$ cat src/shared/obm_pkg.sv
// Package: constants, register map and carrier types for the reverse/backup control block
package obm_pkg;
   // =====================================================================
   // Clock and timing
   localparam int CLK_FREQ_KHZ   = 250000;
   localparam int START_DLY_US   = 5000;
   localparam int START_DLY_CYC  = (START_DLY_US * CLK_FREQ_KHZ + 999) / 1000;
   localparam int INT_PULSE_NS   = 1000;
   localparam int INT_PULSE_CYC  = (INT_PULSE_NS * CLK_FREQ_KHZ + 999999) / 1000000;
   localparam int STRAP_WAIT_CYC = 3;

   // =====================================================================
   // Register indices (byte address is four times the index)
   localparam logic [5:0] IDX_CTRL   = 6'h00;
   localparam logic [5:0] IDX_VSET   = 6'h01;
   localparam logic [5:0] IDX_ISET   = 6'h02;
   localparam logic [5:0] IDX_CFG    = 6'h03;
   localparam logic [5:0] IDX_STAT   = 6'h04;
   localparam logic [5:0] IDX_FLAG   = 6'h05;
   localparam logic [5:0] IDX_RETURN = 6'h16;

   // CTRL fields
   localparam int CTRL_EN     = 0;
   localparam int CTRL_GATE1  = 1;
   localparam int CTRL_GATE2  = 2;
   localparam int CTRL_GDIS   = 3;
   localparam int CTRL_BKEN   = 4;
   localparam int CTRL_LLDIS  = 5;
   localparam int CTRL_AFDIS  = 6;
   // CFG fields
   localparam int CFG_DLIM_LSB = 0;
   localparam int CFG_TRIP_LSB = 2;
   localparam int CFG_OVP_LSB  = 4;
   localparam int CFG_DLIM_MSK = 6;
   localparam int CFG_PORT_MSK = 7;
   // FLAG fields
   localparam int FLAG_DLIM = 0;
   localparam int FLAG_PORT = 1;
   // RETURN field
   localparam int RET_BIT = 0;

   // Reset values
   localparam logic [10:0] VSET_RST = 11'h000;
   localparam logic [6:0]  ISET_RST = 7'h00;
   localparam logic [7:0]  CFG_RST  = 8'hC3;
   localparam logic [1:0]  DLIM_OFF = 2'h3;

   // Port state codes
   localparam logic [3:0] PORT_IDLE    = 4'h0;
   localparam logic [3:0] PORT_REVERSE = 4'h7;
   localparam logic [3:0] PORT_BACKUP  = 4'hC;

   // =====================================================================
   // Carrier types
   typedef enum logic [1:0] {
      ST_IDLE  = 2'b00,
      ST_WAIT  = 2'b01,
      ST_DELAY = 2'b11,
      ST_RUN   = 2'b10
   } obm_state_type;

   typedef struct packed {
      logic batt_above_entry;
      logic battery_overvoltage;
      logic port_below_uvlo;
      logic therm_in_window;
      logic port_high;
      logic port_below_backup;
      logic input_overvoltage;
      logic batt_below_exit;
      logic discharge_over_limit;
      logic pair1_present;
      logic pair2_present;
   } obm_sense_type;

   typedef struct packed {
      logic        conv_run;
      logic        pair1_gate_on;
      logic        pair2_gate_on;
      logic        light_load_off;
      logic        audio_floor_off;
      logic        output_current_cut;
      logic        soft_start_en;
      logic        forward_charge_off;
      logic        skip_source_checks;
      logic        normal_powerup;
      logic        int_n;
      logic [10:0] voltage_setpoint;
      logic [6:0]  current_limit;
      logic [1:0]  discharge_limit_sel;
      logic [1:0]  trip_ratio;
      logic [1:0]  ovp_sel;
   } obm_drive_type;

   localparam obm_drive_type DRIVE_RST = '{int_n: 1'b1, discharge_limit_sel: DLIM_OFF, default: '0};
endpackage : obm_pkg

$ cat src/core/obm_core.sv
// Reverse output / backup mode control with register port
//
// Overview of operation
// Reverse enable only with battery above entry level, no overvoltage, port low, thermistor ok.
// Output setpoint is an 11-bit field, output current limit a 7-bit field.
// No pair present or gates globally disabled: converter starts 5 ms after enable.
// One pair present: converter waits for that pair's gate enable.
// Both pairs present: converter waits for either gate enable.
// Clearing the active gate enable stops the converter; setting the other restarts it.
// Light-load and audio-floor disable bits act while in reverse mode.
// Discharge over limit: cut output current, set status, pulse interrupt, flag if unmasked.
// Limit codes 00..10 apply soft-start; 11 disables limit and soft-start.
// Backup enable set only while port high; cleared when port goes low.
// Armed and port below trip: stop charging, force enable, code 1100, interrupt, flag.
// Backup trip threshold chosen by a 2-bit ratio field.
// Host cannot set reverse enable while port high; only backup trigger can.
// Entering backup sets global gate disable.
// Input overvoltage turns off pair one and enters backup mode.
// Pair one absent at power-on holds backup enable at zero.
// Backup ends on low battery or host clearing reverse enable.
// Writing return bit clears gate disable, enables pair one, disarms backup.
// Clearing enable while return bit set clears it and re-arms backup.
// With return bit cleared first, clearing enable leaves backup disarmed.
// Clear with return bit skips source checks; otherwise normal power-up.
// Host should allow 5 s of settling before re-arming.
// Each interrupt is one fixed-length active-low pulse, regardless of masks; a new event during a pulse restarts and lengthens it.
//
// Implementation choices: the register offsets and the plain strobed port.
`timescale 1ns/10ps
module obm_core
   import obm_pkg::*;
#(
   parameter int START_DLY = START_DLY_CYC,
   parameter int INT_CYC   = INT_PULSE_CYC
) (
   input  wire logic          MCLK,
   input  wire logic          RST,
   input  wire logic [7:0]    ADDR,
   input  wire logic [31:0]   WDATA,
   input  wire logic          WR,
   input  wire logic          RD,
   output logic      [31:0]   RDATA,
   input  wire obm_sense_type SENSE,
   output obm_drive_type      DRIVE
);

   // ======================================================================
   // Input synchronisers and power-on strap capture
   obm_sense_type sense_m_r;
   obm_sense_type sense_r;
   logic [1:0]    strap_cnt_r;
   logic          p1_present_r;
   logic          p2_present_r;

   always_ff @(posedge MCLK or posedge RST) begin
      if (RST) begin
         sense_m_r <= '0;
         sense_r   <= '0;
      end else begin
         sense_m_r <= SENSE;
         sense_r   <= sense_m_r;
      end
   end

   // Straps are latched once the synchroniser has settled after reset
   always_ff @(posedge MCLK or posedge RST) begin
      if (RST) begin
         strap_cnt_r  <= 2'h0;
         p1_present_r <= 1'b0;
         p2_present_r <= 1'b0;
      end else if (strap_cnt_r != 2'(STRAP_WAIT_CYC)) begin
         strap_cnt_r <= strap_cnt_r + 2'h1;
         if (strap_cnt_r == 2'(STRAP_WAIT_CYC - 1)) begin
            p1_present_r <= sense_r.pair1_present;
            p2_present_r <= sense_r.pair2_present;
         end
      end
   end

   // ======================================================================
   // Bus decode
   logic       hit;
   logic [5:0] idx;
   logic       wr_ctrl;
   logic       wr_ret;

   assign idx     = ADDR[7:2];
   assign hit     = (ADDR[1:0] == 2'h0);
   assign wr_ctrl = WR && hit && (idx == IDX_CTRL);
   assign wr_ret  = WR && hit && (idx == IDX_RETURN);

   // ======================================================================
   // Control register and backup sequencing
   logic en_r;
   logic gate1_r;
   logic gate2_r;
   logic gdis_r;
   logic bk_en_r;
   logic lldis_r;
   logic afdis_r;
   logic ret_r;
   logic bk_act_r;
   logic skip_r;
   logic normal_r;
   logic allowed;
   logic trig;
   logic host_set_en;
   logic host_clr_en;
   logic [7:0] cfg_r;

   assign allowed = sense_r.batt_above_entry && !sense_r.battery_overvoltage
                 && sense_r.port_below_uvlo && sense_r.therm_in_window;
   assign trig    = bk_en_r && !bk_act_r
                 && (sense_r.port_below_backup || sense_r.input_overvoltage);
   assign host_set_en = wr_ctrl && WDATA[CTRL_EN] && !en_r && allowed && !sense_r.port_high;
   assign host_clr_en = wr_ctrl && !WDATA[CTRL_EN] && en_r;

   always_ff @(posedge MCLK or posedge RST) begin
      if (RST) begin
         en_r     <= 1'b0;
         gate1_r  <= 1'b0;
         gate2_r  <= 1'b0;
         gdis_r   <= 1'b0;
         bk_en_r  <= 1'b0;
         lldis_r  <= 1'b0;
         afdis_r  <= 1'b0;
         ret_r    <= 1'b0;
         bk_act_r <= 1'b0;
         skip_r   <= 1'b0;
         normal_r <= 1'b0;
      end else begin
         skip_r   <= 1'b0;
         normal_r <= 1'b0;
         if (wr_ctrl) begin
            gate1_r <= WDATA[CTRL_GATE1];
            gate2_r <= WDATA[CTRL_GATE2];
            gdis_r  <= WDATA[CTRL_GDIS];
            lldis_r <= WDATA[CTRL_LLDIS];
            afdis_r <= WDATA[CTRL_AFDIS];
            if (!WDATA[CTRL_BKEN])
               bk_en_r <= 1'b0;
            else if (sense_r.port_high)
               bk_en_r <= 1'b1;
         end
         if (host_set_en)
            en_r <= 1'b1;
         if (wr_ret)
            ret_r <= WDATA[RET_BIT];
         if (wr_ret && WDATA[RET_BIT]) begin
            gdis_r   <= 1'b0;
            gate1_r  <= 1'b1;
            bk_en_r  <= 1'b0;
            bk_act_r <= 1'b0;
         end
         if (host_clr_en) begin
            en_r     <= 1'b0;
            bk_act_r <= 1'b0;
            if (ret_r) begin
               ret_r   <= 1'b0;
               bk_en_r <= 1'b1;
               skip_r  <= 1'b1;
            end else begin
               normal_r <= 1'b1;
            end
         end
         if (bk_act_r && sense_r.batt_below_exit) begin
            bk_act_r <= 1'b0;
            en_r     <= 1'b0;
         end
         // Battery or thermistor loss drops plain reverse mode; the port is ours to raise, so not watched
         if (en_r && !bk_act_r && !host_set_en
             && !(sense_r.batt_above_entry && !sense_r.battery_overvoltage && sense_r.therm_in_window))
            en_r <= 1'b0;
         if (trig) begin
            en_r     <= 1'b1;
            gdis_r   <= 1'b1;
            bk_act_r <= 1'b1;
            bk_en_r  <= 1'b0;
         end else if (!sense_r.port_high && !bk_act_r)
            bk_en_r <= 1'b0;
         if (!p1_present_r)
            bk_en_r <= 1'b0;
      end
   end

   // ======================================================================
   // Setpoints and configuration
   logic [10:0] vset_r;
   logic [6:0]  iset_r;

   always_ff @(posedge MCLK or posedge RST) begin
      if (RST) begin
         vset_r <= VSET_RST;
         iset_r <= ISET_RST;
         cfg_r  <= CFG_RST;
      end else if (WR && hit) begin
         if (idx == IDX_VSET)
            vset_r <= WDATA[10:0];
         if (idx == IDX_ISET)
            iset_r <= WDATA[6:0];
         if (idx == IDX_CFG)
            cfg_r <= WDATA[7:0];
      end
   end

   // ======================================================================
   // Converter start gating
   obm_state_type st_r;
   logic [31:0]   dly_cnt_r;
   logic          direct;
   logic          gate_ok;

   assign direct  = gdis_r || (!p1_present_r && !p2_present_r);
   assign gate_ok = (p1_present_r && gate1_r) || (p2_present_r && gate2_r);

   always_ff @(posedge MCLK or posedge RST) begin
      if (RST) begin
         st_r      <= ST_IDLE;
         dly_cnt_r <= '0;
      end else begin
         case (st_r)
            ST_IDLE: begin
               dly_cnt_r <= '0;
               if (en_r)
                  st_r <= direct ? ST_DELAY : ST_WAIT;
            end
            ST_WAIT: begin
               if (!en_r)
                  st_r <= ST_IDLE;
               else if (direct)
                  st_r <= ST_DELAY;
               else if (gate_ok)
                  st_r <= ST_RUN;
            end
            ST_DELAY: begin
               dly_cnt_r <= dly_cnt_r + 32'h1;
               if (!en_r)
                  st_r <= ST_IDLE;
               else if (dly_cnt_r == 32'(START_DLY - 1))
                  st_r <= ST_RUN;
            end
            ST_RUN: begin
               if (!en_r)
                  st_r <= ST_IDLE;
               else if (!direct && !gate_ok)
                  st_r <= ST_WAIT;
            end
            default: st_r <= ST_IDLE;
         endcase
      end
   end

   // ======================================================================
   // Discharge limit, event flags and interrupt pulse
   logic       dlim_act_r;
   logic       dlim_rise;
   logic       bk_rise;
   logic       bk_act_d_r;
   logic [1:0] flag_r;
   logic [31:0] int_cnt_r;
   logic       flag_clr_d;
   logic       flag_clr_p;

   assign dlim_rise  = sense_r.discharge_over_limit && (st_r == ST_RUN)
                    && (cfg_r[CFG_DLIM_LSB +: 2] != DLIM_OFF) && !dlim_act_r;
   assign bk_rise    = bk_act_r && !bk_act_d_r;
   assign flag_clr_d = WR && hit && (idx == IDX_FLAG) && WDATA[FLAG_DLIM];
   assign flag_clr_p = WR && hit && (idx == IDX_FLAG) && WDATA[FLAG_PORT];

   always_ff @(posedge MCLK or posedge RST) begin
      if (RST) begin
         dlim_act_r <= 1'b0;
         bk_act_d_r <= 1'b0;
      end else begin
         bk_act_d_r <= bk_act_r;
         dlim_act_r <= sense_r.discharge_over_limit && (st_r == ST_RUN)
                    && (cfg_r[CFG_DLIM_LSB +: 2] != DLIM_OFF);
      end
   end

   // Set wins over a write-one-to-clear in the same cycle
   always_ff @(posedge MCLK or posedge RST) begin
      if (RST) begin
         flag_r <= 2'h0;
      end else begin
         if (dlim_rise && !cfg_r[CFG_DLIM_MSK])
            flag_r[FLAG_DLIM] <= 1'b1;
         else if (flag_clr_d)
            flag_r[FLAG_DLIM] <= 1'b0;
         if (bk_rise && !cfg_r[CFG_PORT_MSK])
            flag_r[FLAG_PORT] <= 1'b1;
         else if (flag_clr_p)
            flag_r[FLAG_PORT] <= 1'b0;
      end
   end

   // A new event during a pulse restarts it, so pulses never merge short
   always_ff @(posedge MCLK or posedge RST) begin
      if (RST)
         int_cnt_r <= '0;
      else if (dlim_rise || bk_rise)
         int_cnt_r <= 32'(INT_CYC);
      else if (int_cnt_r != 32'h0)
         int_cnt_r <= int_cnt_r - 32'h1;
   end

   // ======================================================================
   // Registered outputs
   logic [3:0] port_code;

   assign port_code = bk_act_r ? PORT_BACKUP : (en_r ? PORT_REVERSE : PORT_IDLE);

   always_ff @(posedge MCLK or posedge RST) begin
      if (RST) begin
         DRIVE <= DRIVE_RST;
      end else begin
         DRIVE.conv_run            <= (st_r == ST_RUN);
         DRIVE.pair1_gate_on       <= gate1_r && p1_present_r && !gdis_r;
         DRIVE.pair2_gate_on       <= gate2_r && p2_present_r && !gdis_r;
         DRIVE.light_load_off      <= en_r && lldis_r;
         DRIVE.audio_floor_off     <= en_r && afdis_r;
         DRIVE.output_current_cut  <= dlim_act_r;
         DRIVE.soft_start_en       <= (cfg_r[CFG_DLIM_LSB +: 2] != DLIM_OFF);
         DRIVE.forward_charge_off  <= en_r;
         DRIVE.skip_source_checks  <= skip_r;
         DRIVE.normal_powerup      <= normal_r;
         DRIVE.int_n               <= (int_cnt_r == 32'h0);
         DRIVE.voltage_setpoint    <= vset_r;
         DRIVE.current_limit       <= iset_r;
         DRIVE.discharge_limit_sel <= cfg_r[CFG_DLIM_LSB +: 2];
         DRIVE.trip_ratio          <= cfg_r[CFG_TRIP_LSB +: 2];
         DRIVE.ovp_sel             <= cfg_r[CFG_OVP_LSB +: 2];
      end
   end

   // Read data stands only in the cycle after the strobe
   always_ff @(posedge MCLK or posedge RST) begin
      if (RST) begin
         RDATA <= 32'h0;
      end else if (RD && hit) begin
         case (idx)
            IDX_CTRL:   RDATA <= {25'h0, afdis_r, lldis_r, bk_en_r, gdis_r, gate2_r, gate1_r, en_r};
            IDX_VSET:   RDATA <= {21'h0, vset_r};
            IDX_ISET:   RDATA <= {25'h0, iset_r};
            IDX_CFG:    RDATA <= {24'h0, cfg_r};
            IDX_STAT:   RDATA <= {23'h0, bk_act_r, (st_r == ST_RUN), p2_present_r, p1_present_r,
                                  dlim_act_r, port_code};
            IDX_FLAG:   RDATA <= {30'h0, flag_r};
            IDX_RETURN: RDATA <= {31'h0, ret_r};
            default:    RDATA <= 32'h0;
         endcase
      end else begin
         RDATA <= 32'h0;
      end
   end
endmodule : obm_core

$ cat config.mk
export PLATFORM = sky130hd
export DESIGN_NAME = obm_core
export DESIGN_NICKNAME = d
export VERILOG_FILES = /design/src/shared/obm_pkg.sv /design/src/core/obm_core.sv
export SDC_FILE = /design/constraint.sdc
export NUM_CORES = 1
export LEC_CHECK = 0
export ABC_AREA = 0
export BUFFER_PORTS_ARGS = -buffer_cell sky130_fd_sc_hd__buf_2
export CAP_MARGIN = 30
export CORE_ASPECT_RATIO = 0.7
export CORE_MARGIN = 8
export CORE_UTILIZATION = 26
export CTS_CLUSTER_SIZE = 14
export DETAILED_ROUTE_END_ITERATION = 8
export PLACE_DENSITY_LB_ADDON = 0.05
export SLEW_MARGIN = 15
export SYNTH_ARGS = -nofsm -noshare
export SYNTH_HDL_FRONTEND = slang
export SYNTH_SLANG_ARGS = --single-unit
$ cat constraint.sdc
create_clock -name MCLK -period 16 [get_ports MCLK]
set_clock_uncertainty 0.05 [all_clocks]
set_input_delay 0.8 -clock MCLK [delete_from_list [all_inputs] [get_ports MCLK]]
set_output_delay 0.8 -clock MCLK [all_outputs]
set_load 0.05 [all_outputs]
==> key figures <==
Status
  – Status: complete, no violations

STA
  – Worst slew pin tran: 0.902 ns
  – Final hold vios: 0
  – Unrepaired setup endpoints after global routing: false
  – Crit path time final: 2.97 ns
  – Slew Limit Fails: 0
  – Rel. slew slack: 39.6%
  – Final Setup Violations: 0
  – Setup TNS: 0 ns
  – Period utilization: 18.6%
  – Fmax: 0.336 GHz

Yosys
  – Synth Area in Simple Gates: 18.2%
  – Post-synthesis mux area share: 7.44%
  – Post-synth EDFFs: 0
  – Compound-Gate Fraction of Synth Area: 9.25%
  – Post-synth ARST share: 100%
  – Mapped cell area: 7940 µm²
  – Top FF cell, synth: dfrtp_1
  – Netlist cell types: 67
  – Dominant cell type by area after synthesis: dfrtp_1
  – Synth top area cells: dfrtp_1, mux2_2, nand2_1
  – Cells after Synth: 703
  – Largest family of logic cells by synthesized area: simple AND/OR/NAND/NOR gates
  – Post-synthesis sequential area ratio: 56.5%
  – Post-synthesis adder-cell area fraction: 1.42%
  – Synth Warn #: 0
  – Avg Inst Size Synth: 11.3 µm²
  – FF+latch count, synth: 179
  – Top-area cell type share of the netlist area: 54.2%
  – Post-synthesis xor/xnor area fraction: 2.43%

Worst setup path
  – Critical path type: reg2reg
  – Crit path max-delay cell type: nor3_4
  – Reg2reg end: int_cnt_r[9]$_DFFE_PP0P_
  – Crit path capture type: register
  – Slowest stage delay, CP: 0.76 ns
  – Startpoint Class: register
  – Worst path arrival time: 3.22 ns
  – R2R depth: 5
  – Worst Path Required: 16.25 ns
  – Setup crit end: int_cnt_r[9]$_DFFE_PP0P_
  – Flop2flop setup slack: 13.03 ns
  – Critical Path Start: int_cnt_r[18]$_DFFE_PP0P_
  – Crit path max fanout: 22
  – R2r startpoint: int_cnt_r[18]$_DFFE_PP0P_
  – Worst path cell trace: or4_1, or3_4, nor3_4, a2111oi_0, mux2i_1

GRT
  – Total congestion overflow: 0
  – Global-route met1 utilization: 17.1%
  – Met2 usage: 16.8%
  – M3 GR Usage: 3.91%
  – GR Util All Layers: 11.8%
  – Vias in the first global route: 5,786
  – Top Usage Layer GRT: met1
  – Initial antenna violation count: 0
  – First-pass GRT wire length: 33,700 µm
  – Largest net degree at the start of global routing: 96

Clock network
  – Clock Latency Late Sink: 0.43 ns
  – Hold buffer count at CTS: 0
  – CTS tree: built
  – Clk pin slew, worst setup/hold paths: 0.07 ns
  – Root Buffer: clkbuf_16
  – Clock Path Buffers: 2
  – Post-CTS setup buffer count: 0
  – H-tree depth: 4
  – # resized after CTS: 0
  – Num CTS Buffers: 17
  – Clk sinks: 179

Route
  – Antenna viol nets, final: 0
  – Post-DR vias/cell: 4.63
  – Avg WL per Cell: 17.4 µm
  – WL final: 21,000 µm
  – Vias: 5,594
  – # DRC: 0
  – Iteration-0 DRC Markers: 397
  – Pre-antenna DRT Iters: 4

Placement
  – Placer Congestion: 0.758
  – Area after DPL: 8750 µm²
  – DP Wirelength: 14,800 µm
  – Port Buffer Count: 79

Final layout
  – Share of cells above drive strength 1: 23.9%
  – Most frequent cells in the layout: dfrtp_1, buf_2, nand2_1, nor2_1, a21oi_1
  – # diodes: 0
  – Fin nets: 847
  – Area Overhead vs Synth: 17.7%
  – Design Area, Final: 9350 µm²
  – Number of fill cells in the layout: 3,103
  – Most common cell after layout, fill and taps aside: dfrtp_1

Floorplan
  – Die ar.: 36,500 µm²
  – Die width: 225 µm
  – Num ports: 122
  – Core Area: 30,000 µm²
  – Initial Util: 26.4%
  – Row cnt: 53
  – Die Ht: 162 µm

Hold path
  – Hold/Removal Path Class: in2async

Flow run
  – Max_cap viols: 0

Power and ir drop
  – Max IR drop VDD: 0.0000537 V
  – LEAKAGE: 4.21 nW
  – PD cells: 116 nW/µm²
-- synth_stat cells (3+ instances only) --
master and n:
or4_1 10, a31oi_1 3, nand4_1 11, nand2_1 56
or3_2 5, mux2i_1 14, inv_1 20, buf_4 21
a21oi_1 36, nor3_1 19, nor4_1 13, dfstp_2 7
nor2b_1 5, nand2b_1 6, o31ai_1 12, or2_2 5
and2_1 8, xnor2_1 20, mux2_2 30, o211ai_1 5
nor2_1 50, clkbuf_1 21, o21ai_0 27, o41ai_1 4
a22oi_1 5, and3_1 10, mux4_2 5, or4b_2 5
nand3_1 15, ha_1 9, nand4b_1 3, or3_1 19
nand3b_1 3, dfrtp_1 172, and4_1 5, a2111oi_0 4
-- sequential cells by signal (all words and copies together) (netlist names), 2 cells and up --
name / cells
strap_cnt_r: 2
sense_r: 11
iset_r: 7
RDATA: 11
sense_m_r: 11
int_cnt_r: 32
vset_r: 11
DRIVE: 35
st_r: 2
flag_r: 2
cfg_r: 8
dly_cnt_r: 32
-- report_power, final --
| part | internal, mW | total (mW) | switching (mW) | leakage [nW] |
|---|---|---|---|---|
| Combinational | 0.0557 | 0.176 | 0.120 | 1.59 |
| Clock | 0.222 | 0.410 | 0.189 | 0.274 |
| Sequential | 0.478 | 0.497 | 0.0193 | 2.35 |
-- critical path, delay by kind of cell, from the launching register on --
family / cells / cell delay (ns)
compound gates: 1 / 0.30
flops: 1 / 0.39
simple gates: 3 / 1.91
mux: 1 / 0.18
-- cell families after synthesis --
logic type	count (synthesis)
other	1
buffers and inverters	68
adder cells (fa/ha/maj)	9
AO/OA/AOI/OAI	115
flip-flops	179
multiplexers	49
XOR/XNOR	22
AND/OR/NAND/NOR	260
-- cell type report --
cell class / count / area, µm² / share of cell area, %
Clock inverter: 12 / 121 / 1.30
Multi-Input combinational cell: 476 / 3180 / 34.0
Sequential cell: 179 / 4490 / 48.0
Timing Repair Buffer: 89 / 519 / 5.56
Tap cell: 412 / 515 / 5.52
Clock buffer: 19 / 443 / 4.74
Inverter: 20 / 80.1 / 0.857
-- worst min-delay path by stage --
stage | endpoint | slack, ns | cells after the start
CTS | sense_r[10]$_DFF_PP0_ | 0.31 | 0
finish | dly_cnt_r[18]$_DFFE_PP0P_ | 0.24 | 2
global placement | sense_r[5]$_DFF_PP0_ | 0.29 | 0
detailed placement | sense_r[10]$_DFF_PP0_ | 0.29 | 0
global route | dly_cnt_r[14]$_DFFE_PP0P_ | 0.22 | 2
floorplan | DRIVE[25]$_DFF_PP0_ | 0.28 | 0
-- metal layers --
layer / vias up / share of wire, %
li1: 2642 / -
met1: 2845 / 51
met2: 96 / 43
met3: 11 / 5.1
met4: 0 / 0.70
met5: - / 0
-- metrics by stage --
| step | util (%) | hold WS (ns) | setup slack, ns | cells | power (mW) |
|---|---|---|---|---|---|
| 6_report | 31.1 | 0.242 | 13.03 | 1207 | 1.08 |
| 5_1_grt | 31.1 | 0.222 | 12.87 | 1207 | 1.14 |
| 4_1_cts | 31.0 | 0.307 | 13.02 | 1205 | 1.10 |
| 3_5_place_dp | 29.1 | 0.291 | 12.88 | 1174 | 0.683 |
| 3_3_place_gp | 28.9 | 0.290 | 12.92 | 1171 | 0.669 |
| 2_1_floorplan | - | 0.281 | 10.30 | 723 | 0.627 |
Power figures use the tool's default switching activity.
